--- src/hw/fes_pkg.sv ---
// Package: constants and types of the flash erase sequencer host
package fes_pkg;
    // Software register offsets (byte addresses)
    localparam logic [3:0]  OFF_CMD      = 4'h0;
    localparam logic [3:0]  OFF_ADDR     = 4'h4;
    localparam logic [3:0]  OFF_STAT     = 4'h8;
    // Status word fields
    localparam int          ST_BUSY      = 0;
    localparam int          ST_ERR       = 1;
    localparam int          ST_LATE      = 2;
    localparam int          ST_BYTE_LO   = 8;
    // Status byte bits read back from the device
    localparam int          TOGGLE_POS   = 6;
    localparam int          ERROR_POS    = 5;
    // Command address and data values
    localparam logic [10:0] UNLOCK_A1    = 11'h555;
    localparam logic [10:0] UNLOCK_A2    = 11'h2aa;
    localparam logic [7:0]  UNLOCK_D1    = 8'haa;
    localparam logic [7:0]  UNLOCK_D2    = 8'h55;
    localparam logic [7:0]  CODE_SETUP   = 8'h80;
    localparam logic [7:0]  CODE_CHIP    = 8'h10;
    localparam logic [7:0]  CODE_BLOCK   = 8'h30;
    localparam logic [7:0]  CODE_SUSP    = 8'hb0;
    localparam logic [7:0]  CODE_RESUME  = 8'h30;
    localparam logic [7:0]  CODE_BYP1    = 8'h90;
    localparam logic [7:0]  CODE_BYP2    = 8'h00;
    localparam logic [7:0]  CODE_RESET   = 8'hf0;
    // Timing
    localparam int          CLK_MHZ      = 100;
    localparam int          SEL_US       = 50;
    localparam int          SEL_CYC_DEF  = SEL_US * CLK_MHZ;
    localparam int          ABORT_US     = 10;
    localparam logic [12:0] ABORT_CYC    = 13'(ABORT_US * CLK_MHZ);
    localparam logic [3:0]  WE_LOW_CYC   = 4'h4;
    localparam logic [3:0]  WR_TOT_CYC   = 4'h6;
    localparam logic [3:0]  RD_TOT_CYC   = 4'hc;
    localparam logic [15:0] SEL_CNT_RST  = 16'hffff;

    typedef enum logic [3:0] {
        CMD_NONE   = 4'h0,
        CMD_RESET  = 4'h1,
        CMD_CHIP   = 4'h2,
        CMD_BLOCK  = 4'h3,
        CMD_ADD    = 4'h4,
        CMD_SUSP   = 4'h5,
        CMD_RESUME = 4'h6,
        CMD_BYPX   = 4'h7,
        CMD_READ   = 4'h8,
        CMD_POLL   = 4'h9
    } fes_cmd_t;

    typedef enum logic [4:0] {
        S_IDLE = 5'b00001,
        S_WR   = 5'b00010,
        S_RD   = 5'b00100,
        S_POLL = 5'b01000,
        S_WAIT = 5'b10000
    } fes_state_t;

    typedef struct packed {
        logic [16:0] addr;
        logic [7:0]  dout;
        logic        ce_n;
        logic        oe_n;
        logic        we_n;
        logic        dq_oe_n;
    } fes_pins_t;

    typedef struct packed {
        logic [16:0] addr;
        logic [7:0]  data;
        logic        last;
    } fes_step_t;
endpackage

--- src/hw/fes_host.sv ---
// Host-side erase command sequencer driving a parallel flash
//
// The register addresses and the strobed register port were chosen for this implementation.
`timescale 1ns/1ns
// Notes on behaviour
// - Bypass exit is two writes, then device is back in read mode.
// - Chip erase is six writes; the sixth starts the controller.
// - Block erase is six writes; more blocks repeat the sixth write.
// - Host resumes with the resume command, repeatable any times.
// - Host keeps reading status until the toggle bit stops or the error bit shows on two polls in a row.
module fes_host import fes_pkg::*; #(
    parameter int SEL_CYC = SEL_CYC_DEF
) (
    // Clock and reset
    input  wire logic        clk,
    input  wire logic        reset_n,
    // Software register port
    input  wire logic [3:0]  sw_addr,
    input  wire logic [31:0] sw_wdata,
    input  wire logic        sw_wr,
    input  wire logic        sw_rd,
    output logic      [31:0] sw_rdata,
    // Flash pins
    output fes_pins_t        pins,
    input  wire logic [7:0]  data_lines_in
);
    fes_state_t  state_q, state_d;
    fes_cmd_t    cmd_q, cmd_d;
    fes_pins_t   pins_q, pins_d;
    fes_step_t   cur;
    logic [2:0]  step_q, step_d;
    logic [3:0]  ph_q, ph_d;
    logic [12:0] wcnt_q, wcnt_d;
    logic [15:0] sel_q, sel_d;
    logic [16:0] addr_q, addr_d;
    logic [7:0]  first_q, first_d;
    logic [7:0]  last_q, last_d;
    logic        pidx_q, pidx_d;
    logic        err_seen_q, err_seen_d;
    logic        error_q, error_d;
    logic        late_q, late_d;
    logic [31:0] rdata_q, rdata_d;
    logic [7:0]  data_s;
    logic        go;
    logic        sel_mark;
    fes_cmd_t    new_cmd;

    fes_sync #(.W(8)) fes_sync_inst (
        .clk     (clk),
        .reset_n (reset_n),
        .din     (data_lines_in),
        .dout    (data_s)
    );

    function automatic fes_step_t step_of(fes_cmd_t c, logic [2:0] i,
                                          logic [16:0] ba);
        fes_step_t s;
        s      = '{addr: '0, data: '0, last: 1'b1};
        unique case (c)
            CMD_CHIP, CMD_BLOCK: begin
                s.last = (i == 3'h5);
                unique case (i)
                    3'h0, 3'h3: begin
                        s.addr = {6'h00, UNLOCK_A1};
                        s.data = UNLOCK_D1;
                    end
                    3'h1, 3'h4: begin
                        s.addr = {6'h00, UNLOCK_A2};
                        s.data = UNLOCK_D2;
                    end
                    3'h2: begin
                        s.addr = {6'h00, UNLOCK_A1};
                        s.data = CODE_SETUP;
                    end
                    default: begin
                        if (c == CMD_CHIP) begin
                            s.addr = {6'h00, UNLOCK_A1};
                            s.data = CODE_CHIP;
                        end else begin
                            s.addr = ba;
                            s.data = CODE_BLOCK;
                        end
                    end
                endcase
            end
            CMD_ADD: begin
                s.addr = ba;
                s.data = CODE_BLOCK;
            end
            CMD_SUSP:   s.data = CODE_SUSP;
            CMD_RESUME: s.data = CODE_RESUME;
            CMD_BYPX: begin
                s.last = (i == 3'h1);
                s.data = (i == 3'h0) ? CODE_BYP1 : CODE_BYP2;
            end
            default:    s.data = CODE_RESET;
        endcase
        return s;
    endfunction

    assign cur     = step_of(cmd_q, step_q, addr_q);
    assign new_cmd = fes_cmd_t'(sw_wdata[3:0]);
    assign go      = sw_wr && (sw_addr == OFF_CMD) && (state_q == S_IDLE);

    always_comb begin
        state_d    = state_q;
        cmd_d      = cmd_q;
        step_d     = step_q;
        ph_d       = ph_q;
        wcnt_d     = wcnt_q;
        first_d    = first_q;
        last_d     = last_q;
        pidx_d     = pidx_q;
        err_seen_d = err_seen_q;
        error_d    = error_q;
        late_d     = late_q;
        sel_mark   = 1'b0;
        unique case (state_q)
            S_IDLE: begin
                if (go) begin
                    cmd_d  = new_cmd;
                    step_d = 3'h0;
                    ph_d   = 4'h0;
                    pidx_d = 1'b0;
                    err_seen_d = 1'b0;
                    unique case (new_cmd)
                        CMD_ADD: begin
                            if (sel_q >= 16'(SEL_CYC)) begin
                                late_d = 1'b1;
                            end else begin
                                state_d = S_WR;
                            end
                        end
                        CMD_READ, CMD_POLL: state_d = S_RD;
                        CMD_RESET, CMD_CHIP, CMD_BLOCK, CMD_SUSP,
                        CMD_RESUME, CMD_BYPX: begin
                            state_d = S_WR;
                            if (new_cmd == CMD_BLOCK) begin
                                late_d = 1'b0;
                            end
                            if (new_cmd == CMD_RESET) begin
                                error_d = 1'b0;
                            end
                        end
                        default: state_d = S_IDLE;
                    endcase
                end
            end
            S_WR: begin
                ph_d = ph_q + 4'h1;
                if (ph_q == WR_TOT_CYC - 4'h1) begin
                    ph_d = 4'h0;
                    if (!cur.last) begin
                        step_d = step_q + 3'h1;
                    end else begin
                        unique case (cmd_q)
                            CMD_CHIP, CMD_SUSP: state_d = S_RD;
                            CMD_RESET: begin
                                wcnt_d  = 13'h0000;
                                state_d = S_WAIT;
                            end
                            CMD_BLOCK, CMD_ADD: begin
                                sel_mark = 1'b1;
                                state_d  = S_IDLE;
                            end
                            default: state_d = S_IDLE;
                        endcase
                    end
                end
            end
            S_RD: begin
                ph_d = ph_q + 4'h1;
                if (ph_q == RD_TOT_CYC - 4'h1) begin
                    ph_d   = 4'h0;
                    last_d = data_s;
                    if (cmd_q == CMD_READ) begin
                        state_d = S_IDLE;
                    end else if (!pidx_q) begin
                        first_d = data_s;
                        pidx_d  = 1'b1;
                    end else begin
                        state_d = S_POLL;
                    end
                end
            end
            S_POLL: begin
                pidx_d = 1'b0;
                if (first_q[TOGGLE_POS] == last_q[TOGGLE_POS]) begin
                    state_d = S_IDLE;
                end else if (last_q[ERROR_POS] && err_seen_q) begin
                    error_d = 1'b1;
                    state_d = S_IDLE;
                end else begin
                    err_seen_d = last_q[ERROR_POS];
                    state_d    = S_RD;
                end
            end
            S_WAIT: begin
                wcnt_d = wcnt_q + 13'h0001;
                if (wcnt_q == ABORT_CYC - 13'h0001) begin
                    state_d = S_IDLE;
                end
            end
            default: state_d = S_IDLE;
        endcase
    end

    always_comb begin
        pins_d      = '{addr: addr_q, dout: 8'h00, ce_n: 1'b1, oe_n: 1'b1,
                        we_n: 1'b1, dq_oe_n: 1'b1};
        sel_d       = sel_q;
        addr_d      = addr_q;
        rdata_d     = 32'h0000_0000;
        if (state_q == S_WR) begin
            pins_d.addr    = cur.addr;
            pins_d.dout    = cur.data;
            pins_d.ce_n    = 1'b0;
            pins_d.dq_oe_n = 1'b0;
            pins_d.we_n    = !(ph_q < WE_LOW_CYC);
        end else if (state_q == S_RD) begin
            pins_d.ce_n = 1'b0;
            pins_d.oe_n = (ph_q == RD_TOT_CYC - 4'h1);
        end
        if (sel_mark) begin
            sel_d = 16'h0000;
        end else if (sel_q != SEL_CNT_RST) begin
            sel_d = sel_q + 16'h0001;
        end
        if (sw_wr && sw_addr == OFF_ADDR) begin
            addr_d = sw_wdata[16:0];
        end
        if (sw_rd) begin
            if (sw_addr == OFF_STAT) begin
                rdata_d[ST_BUSY] = (state_q != S_IDLE);
                rdata_d[ST_ERR]  = error_q;
                rdata_d[ST_LATE] = late_q;
                rdata_d[ST_BYTE_LO +: 8] = last_q;
            end else if (sw_addr == OFF_ADDR) begin
                rdata_d[16:0] = addr_q;
            end
        end
    end

    always_ff @(posedge clk or negedge reset_n) begin
        if (!reset_n) begin
            state_q    <= S_IDLE;
            cmd_q      <= CMD_NONE;
            step_q     <= 3'h0;
            ph_q       <= 4'h0;
            wcnt_q     <= 13'h0000;
            first_q    <= 8'h00;
            last_q     <= 8'h00;
            pidx_q     <= 1'b0;
            err_seen_q <= 1'b0;
            error_q    <= 1'b0;
            late_q     <= 1'b0;
            sel_q      <= SEL_CNT_RST;
            addr_q     <= 17'h00000;
            rdata_q    <= 32'h0000_0000;
            pins_q     <= '{addr: '0, dout: 8'h00, ce_n: 1'b1, oe_n: 1'b1,
                            we_n: 1'b1, dq_oe_n: 1'b1};
        end else begin
            state_q    <= state_d;
            cmd_q      <= cmd_d;
            step_q     <= step_d;
            ph_q       <= ph_d;
            wcnt_q     <= wcnt_d;
            first_q    <= first_d;
            last_q     <= last_d;
            pidx_q     <= pidx_d;
            err_seen_q <= err_seen_d;
            error_q    <= error_d;
            late_q     <= late_d;
            sel_q      <= sel_d;
            addr_q     <= addr_d;
            rdata_q    <= rdata_d;
            pins_q     <= pins_d;
        end
    end

    assign pins     = pins_q;
    assign sw_rdata = rdata_q;

    a_strobe_excl: assert property (@(posedge clk) disable iff (!reset_n)
        !(!pins_q.we_n && !pins_q.oe_n))
        else $error("write and read strobes low together");
    a_unlock_first: assert property (@(posedge clk)
        disable iff (!reset_n)
        (!pins_q.we_n && (cmd_q == CMD_CHIP || cmd_q == CMD_BLOCK)
         && step_q == 3'h0) |-> (pins_q.addr[10:0] == UNLOCK_A1
         && pins_q.dout == UNLOCK_D1 && !pins_q.dq_oe_n))
        else $error("first unlock write wrong");
    a_unlock_second: assert property (@(posedge clk)
        disable iff (!reset_n)
        (!pins_q.we_n && (cmd_q == CMD_CHIP || cmd_q == CMD_BLOCK)
         && step_q == 3'h1) |-> (pins_q.addr[10:0] == UNLOCK_A2
         && pins_q.dout == UNLOCK_D2))
        else $error("second unlock write wrong");
    a_chip_sixth: assert property (@(posedge clk) disable iff (!reset_n)
        (!pins_q.we_n && cmd_q == CMD_CHIP && step_q == 3'h5)
        |-> (pins_q.addr[10:0] == UNLOCK_A1 && pins_q.dout == CODE_CHIP))
        else $error("chip erase sixth write wrong");
    a_block_sixth: assert property (@(posedge clk) disable iff (!reset_n)
        (!pins_q.we_n && (cmd_q == CMD_BLOCK || cmd_q == CMD_ADD)
         && cur.last) |-> (pins_q.addr == addr_q
         && pins_q.dout == CODE_BLOCK))
        else $error("block select write wrong");
    a_bypass_exit: assert property (@(posedge clk) disable iff (!reset_n)
        (state_q == S_WR && cmd_q == CMD_BYPX && step_q == 3'h1
         && ph_q == WR_TOT_CYC - 4'h1) |=> (state_q == S_IDLE
         && $past(pins_q.dout) == CODE_BYP2))
        else $error("bypass exit not two writes");
    a_poll_after: assert property (@(posedge clk) disable iff (!reset_n)
        (state_q == S_WR && cmd_q == CMD_CHIP && cur.last
         && ph_q == WR_TOT_CYC - 4'h1) |=> state_q == S_RD ##[1:12]
        !pins_q.oe_n)
        else $error("no status poll after chip erase");
    a_resume_code: assert property (@(posedge clk)
        disable iff (!reset_n)
        (!pins_q.we_n && cmd_q == CMD_RESUME) |-> pins_q.dout == CODE_RESUME)
        else $error("resume code wrong");
    a_abort_wait: assert property (@(posedge clk) disable iff (!reset_n)
        (state_q == S_WAIT && wcnt_q < ABORT_CYC - 13'h0001)
        |=> state_q == S_WAIT)
        else $error("abort wait cut short");
endmodule

--- src/hw/fes_sync.sv ---
// Three-stage synchroniser with agreement filter
`timescale 1ns/1ns
module fes_sync import fes_pkg::*; #(
    parameter int W = 8
) (
    // Clock and reset
    input  wire logic         clk,
    input  wire logic         reset_n,
    // Data
    input  wire logic [W-1:0] din,
    output logic      [W-1:0] dout
);
    logic [W-1:0] s1_q;
    logic [W-1:0] s2_q;
    logic [W-1:0] s3_q;
    logic [W-1:0] out_q;
    logic [W-1:0] out_d;

    always_comb begin
        out_d = out_q;
        for (int i = 0; i < W; i++) begin
            if (s2_q[i] == s3_q[i]) begin
                out_d[i] = s3_q[i];
            end
        end
    end

    always_ff @(posedge clk or negedge reset_n) begin
        if (!reset_n) begin
            s1_q  <= '0;
            s2_q  <= '0;
            s3_q  <= '0;
            out_q <= '0;
        end else begin
            s1_q  <= din;
            s2_q  <= s1_q;
            s3_q  <= s2_q;
            out_q <= out_d;
        end
    end

    assign dout = out_q;
endmodule

--- config.mk ---
export PLATFORM = sky130hd
export DESIGN_NAME = fes_host
export DESIGN_NICKNAME = d
export VERILOG_FILES = /design/src/hw/fes_pkg.sv /design/src/hw/fes_host.sv /design/src/hw/fes_sync.sv
export SDC_FILE = /design/constraint.sdc
export NUM_CORES = 1
export LEC_CHECK = 0
export ABC_AREA = 1
export CAP_MARGIN = 40
export CORE_AREA = 2 2 115 117
export CTS_CLUSTER_SIZE = 8
export DETAILED_ROUTE_END_ITERATION = 10
export DIE_AREA = 0 0 117 119
export DONT_BUFFER_PORTS = 1
export GPL_TIMING_DRIVEN = 0
export PLACE_DENSITY = 0.69
export RECOVER_POWER = 25
export SLEW_MARGIN = 20
export SYNTH_ARGS = -nofsm -noshare
export SYNTH_HDL_FRONTEND = slang
export SYNTH_HIERARCHICAL = 1
export SYNTH_SLANG_ARGS = --single-unit
--- constraint.sdc ---
create_clock -name clk -period 2.04 [get_ports clk]
set_input_delay 0.204 -clock clk [delete_from_list [all_inputs] [get_ports clk]]
set_output_delay 0.204 -clock clk [all_outputs]
set_load 0.03 [all_outputs]
Word level (Yosys, flattened, before mapping):

Cells that the tools add are included.

* register bits: 159
* bits of input ports: 48
* output and inout port bits: 61

* $add $sub $neg: 4
* $lt $le $gt $ge: 2
* equal/unequal tests: 60
* muxes and demuxes: 64
* bitwise operators: 2
* reduce and logical (&&, ||, !) cells: 33

Operator list (number)
* one-hot mux 25 bit (3 select lines): 1
* 2-to-1 mux 25 bit: 2
* 2-to-1 mux 5 bit: 9
* equality test 4 x 3 -> 1 bit (second input constant): 10
* 2-to-1 mux 13 bit: 3
* 2-to-1 mux 17 bit: 2
* one-hot mux 17 bit (2 select lines): 1
* 2-to-1 mux 16 bit: 2
* one-hot mux 8 bit (4 select lines): 1
* one-hot mux 13 bit (2 select lines): 1
* one-hot mux 5 bit (5 select lines): 1
* inequality test 2 bit (second input constant): 12
* equality test 4 bit (second input constant): 5
* AND reduction 4 bit: 5
* 2-to-1 mux 1 bit: 19
* 2-to-1 mux 3 bit: 6
* adder 16 x 1 -> 16 bit (second input constant): 1
* equality test 4 x 2 -> 1 bit (second input constant): 4
* >= comparator 16 x 13 -> 1 bit (second input constant): 1
* 2-to-1 mux 8 bit: 2
* inequality test 16 bit (second input constant): 1
* one-hot mux 5 bit (3 select lines): 1
* OR reduction 2 bit: 7
* adder 13 x 1 -> 13 bit (second input constant): 1
* 36 further kinds: 67

Longest topological paths before layout:

* depth after elaboration: 7
* depth in mapped cells: 11
* mapped depth without buffers: 11

Cells and area by module:

The synthesis kept the hierarchy.

By module, submodules not included
* fes_host: times used 1, cells an instance 716, area an instance 5853.1 um2, sequential area each 3004.1 um2
* fes_sync: times used 1, cells an instance 64, area an instance 930.9 um2, sequential area each 800.8 um2

Least setup slack after synthesis:

Ideal clock, no wire load.

* path type: register to register
* start point: reg sel_q[0]
* end point: reg sel_q[0]
* arrival time: 1.494 ns
* required time: 1.963 ns
* path slack: 0.469 ns
* stages on the path, launching flop included: 9
* path buffers: 0
* path through: dfstp_2 -> ha_1 -> nand3_1 -> nor2_1 -> nand4_1 -> nor2_2 -> nand2_1 -> nand3_1 -> nand2_1

* word-level cells in the longest chain between the ends: 3
* elaborated cells between the ends (all ways): 5
* classes of those cells: add/sub (1); eq/ne (1); mux (2); reduce/logical (1)

RTL lines
* from (decl): line fes_host.sv:34 `logic [15:0] sel_q, sel_d;`
* from (signal assigned): line fes_host.sv:274 `sel_q <= sel_d;`
* adder 16 x 1 -> 16 bit: line fes_host.sv:227 `sel_d = sel_q + 16'h0001;`
* 2-to-1 mux 16 bit: line fes_host.sv:226 `end else if (sel_q != SEL_CNT_RST) begin`
* 2-to-1 mux 16 bit: line fes_host.sv:224 `if (sel_mark) begin`

Several ways; a longest one is shown, not always the timed one. The select of a mux whose other input is x is not followed.
A chain may end at the register's enable or synchronous reset.

Worst setup path in the final report:

* start point: reg sel_q[0]
* end point: reg sel_q[4]

Same word-level chain as after synthesis.

==> results.json <==
{
  "cp-end-kind": "flop",
  "vias_per_cell": 5.13,
  "cts_tree": "done",
  "violations": "negative hold slack",
  "avgSynthCellArea_um2": 8.70,
  "first_iter_violations": 379,
  "layout_common_cells": "nand2_1 (165), dfrtp_1 (130), inv_1 (99)",
  "rr_startpoint": "sel_q[0]$_DFFE_PN1P_",
  "root_buffer": "clkbuf_16",
  "synth_simple_gate_area_share_pct": 23.3,
  "fill_cells": 1103,
  "relSlewSlack_pct": 63.5,
  "ys_seq_elements": 151,
  "insertedDiodeCount": 0,
  "yosysSeqAreaShare_pct": 56.1,
  "vias": 5269,
  "cts_setup_buffers": 0,
  "fin_worst_skew_ns": 0.0101,
  "cp_max_fo": 10,
  "critPathMaxStageDelay_ns": 0.55,
  "rsz0062_at_grt": "false",
  "holdBufCountCts": 26,
  "required_ns": 2.40,
  "startpoint_type": "flop",
  "cts_buffers": 17,
  "synth_mux_area_share_pct": 0,
  "period_needed_ns": 1.91,
  "hold_violations": 151,
  "grt_pass1_wl_um": 23500,
  "core_um2": 12900,
  "die_area_um2": 13900,
  "p_leak_uw": 0.00389,
  "slew_viol_final": 0,
  "gp_congestion": 0.893,
  "critPathBufInv": 0,
  "synthCells": 780,
  "cts.sinks": 151,
  "cp.arrival_ns": 2.26,
  "gr-total-overflow": 0,
  "utilization_pct": 61.2,
  "crit_type": "flop to flop",
  "hpwl_um": 9660,
  "fin_crit_sh_pct": 93.4,
  "die_h_um": 119,
  "synth_compound_area_share_pct": 8.71,
  "drive_gt1_share_pct": 12.4,
  "yosysUniqueCellTypes": 37,
  "port_buffers": 0,
  "avgRoutedWirePerCell_um": 13.7,
  "timing.fmax_mhz": 525,
  "power_per_cell_area_nw_per_um2": 1130,
  "clkLatencyLatePin_ns": 0.42,
  "grt_max_degree": 152,
  "fin_setup_tns_ns": 0,
  "clk_pin_slew_ns": 0.06,
  "grt_pass1_vias": 5130,
  "synthAdderAreaFrac_pct": 1.84,
  "clk_path_buf_depth": 2,
  "yosys_warnings": 6,
  "start_util_pct": 52.7,
  "vdd_ir_drop_max_uv": 764,
  "drt_wl_total_um": 14100,
  "area.growth.synth_to_final_pct": 16.2,
  "antenna_found_initial": 0,
  "syn_area_um2": 6780,
  "drc": 0,
  "layout_commonest_cell": "nand2_1",
  "place_area_um2": 7060,
  "synth_top_family_by_area": "simple AND/OR/NAND/NOR gates",
  "fp.dieW_um": 117,
  "grt_usage_pct": 21.6,
  "regToRegSetupSlack_ns": 0.13,
  "drv_cap": 0,
  "synthXorXnorAreaFrac_pct": 1.29,
  "htreeDepth": 4,
  "rows": 42,
  "crit_path_cell_trace": "ha_1 > nand3_1 > nor2_1 > nand2_1 > nor2_1 > nand3_2 > nand2_1",
  "hold_ws_ns": -0.526,
  "tightestPinTransition_ns": 0.548,
  "io_pins": 109,
  "firstDrtPassIters": 5,
  "cp-startpoint": "sel_q[0]$_DFFE_PN1P_",
  "min_path_type": "input port to async pin",
  "cpMaxStageDelayCell": "dfstp_2",
  "nNetsFinal": 897,
  "design_area_um2": 7880,
  "outcome": "finished, violations left",
  "drtAntennaViolNets": 0,
  "setup_viol": 0,
  "crit_family": "simple AND/OR/NAND/NOR gates"
}
-- repair_timing --
action,in CTS,in global routing
gates resized for setup,0,1
endpoints found under the hold margin,177,151
setup endpoints to repair,0,2
-- synth_stat cells --
master / number / share of area [%]
a41oi_1: 1 / 0.13
nor2_2: 7 / 0.65
nand4_1: 13 / 1.2
nor3_2: 1 / 0.15
inv_2: 9 / 0.50
inv_1: 99 / 5.5
a31oi_1: 3 / 0.28
nor3_1: 7 / 0.52
nor4_1: 2 / 0.18
o211ai_1: 3 / 0.33
nor3b_1: 1 / 0.11
o22ai_1: 16 / 1.5
nor2_1: 98 / 5.4
a21o_1: 1 / 0.11
dfstp_2: 21 / 8.1
nand2_2: 2 / 0.18
xor2_1: 10 / 1.3
and3_1: 1 / 0.092
nand3_2: 2 / 0.30
or2_1: 1 / 0.092
a21oi_1: 31 / 2.3
a22o_1: 1 / 0.13
dfrtp_1: 130 / 48
o21ai_0: 31 / 2.3
nand3b_1: 4 / 0.44
or2_2: 7 / 0.65
o32ai_1: 1 / 0.13
buf_2: 2 / 0.15
ha_1: 10 / 1.8
o21ai_1: 21 / 1.5
nand3_1: 50 / 3.7
nand4_2: 3 / 0.55
conb_1: 1 / 0.055
clkbuf_1: 5 / 0.28
buf_4: 19 / 2.1
buf_6: 1 / 0.17
nand2_1: 165 / 9.1
-- registers in the layout, indices dropped and copies added, names as in the netlist --
register,count
step_q,3
state_q,5
fes_sync_inst/dout,8
fes_sync_inst/s3_q,8
sw_rdata,17
error_q,1
fes_sync_inst/s2_q,8
addr_q,17
late_q,1
pins,27
last_q,8
cmd_q,4
pidx_q,1
sel_q,16
fes_sync_inst/s1_q,8
wcnt_q,13
ph_q,4
err_seen_q,1
first_q,1
-- cell type report --
class	count	area, um^2	share of cell area [%]
plain buffers	27	183	2.32
clock buffers	21	470	5.97
clock inverters	11	91.3	1.16
inverters	108	405	5.14
multi-input cells	508	2450	31.0
flip-flops and latches	151	3800	48.3
well taps	176	220	2.79
repair buffers	26	260	3.30
-- cell families after synthesis --
kind of cell               Yosys count
AOI/OAI and AO/OA                  109
xor gates and xnor gates            10
adders and majority gates           10
buffers and inverters              135
DFF                                151
other                                1
and+or+nand+nor                    364
-- path summary, 6_finish.rpt --
path | end | cells after the start
setup reg to reg | sel_q[4]$_DFFE_PN1P_ | 7
hold reg to reg | fes_sync_inst/s2_q[2]$_DFF_PN0_ | 0
hold / removal | addr_q[4]$_DFFE_PN0P_ | 0
max in group asynchronous | pins[2]$_DFF_PN1_ | 0
min in group clk | late_q$_DFFE_PN0P_ | 3
setup / recovery | sel_q[4]$_DFFE_PN1P_ | 7
-- report_power, final --
| group | switching, uW | internal [uW] |
|---|---|---|
| registers | 661 | 3500 |
| logic | 1210 | 613 |
| clock network | 1230 | 1670 |
-- routing by layer --
metal  vias to the layer above  wire length, um  track usage (%)
li1                       2589                -                -
met4                         0              271             7.94
met1                      2528             6130             27.5
met3                        30              518             4.73
met2                       122             7140             35.9
met5                         -                0                0
-- per-stage QoR --
stage / hold WS [ns] / instances / worst slack (ns) / total power [uW]
finish: -0.526 / 1028 / 0.134 / 8890
global route: -0.546 / 1028 / 0.00402 / 9430
CTS: -0.538 / 1028 / 0.128 / 8930
detailed placement: -0.0885 / 970 / 0.179 / 5960
global placement: -0.0888 / 970 / 0.221 / 5890
floorplan: -0.0916 / 794 / 0.469 / 5520
(Power assumes the default switching activity.)
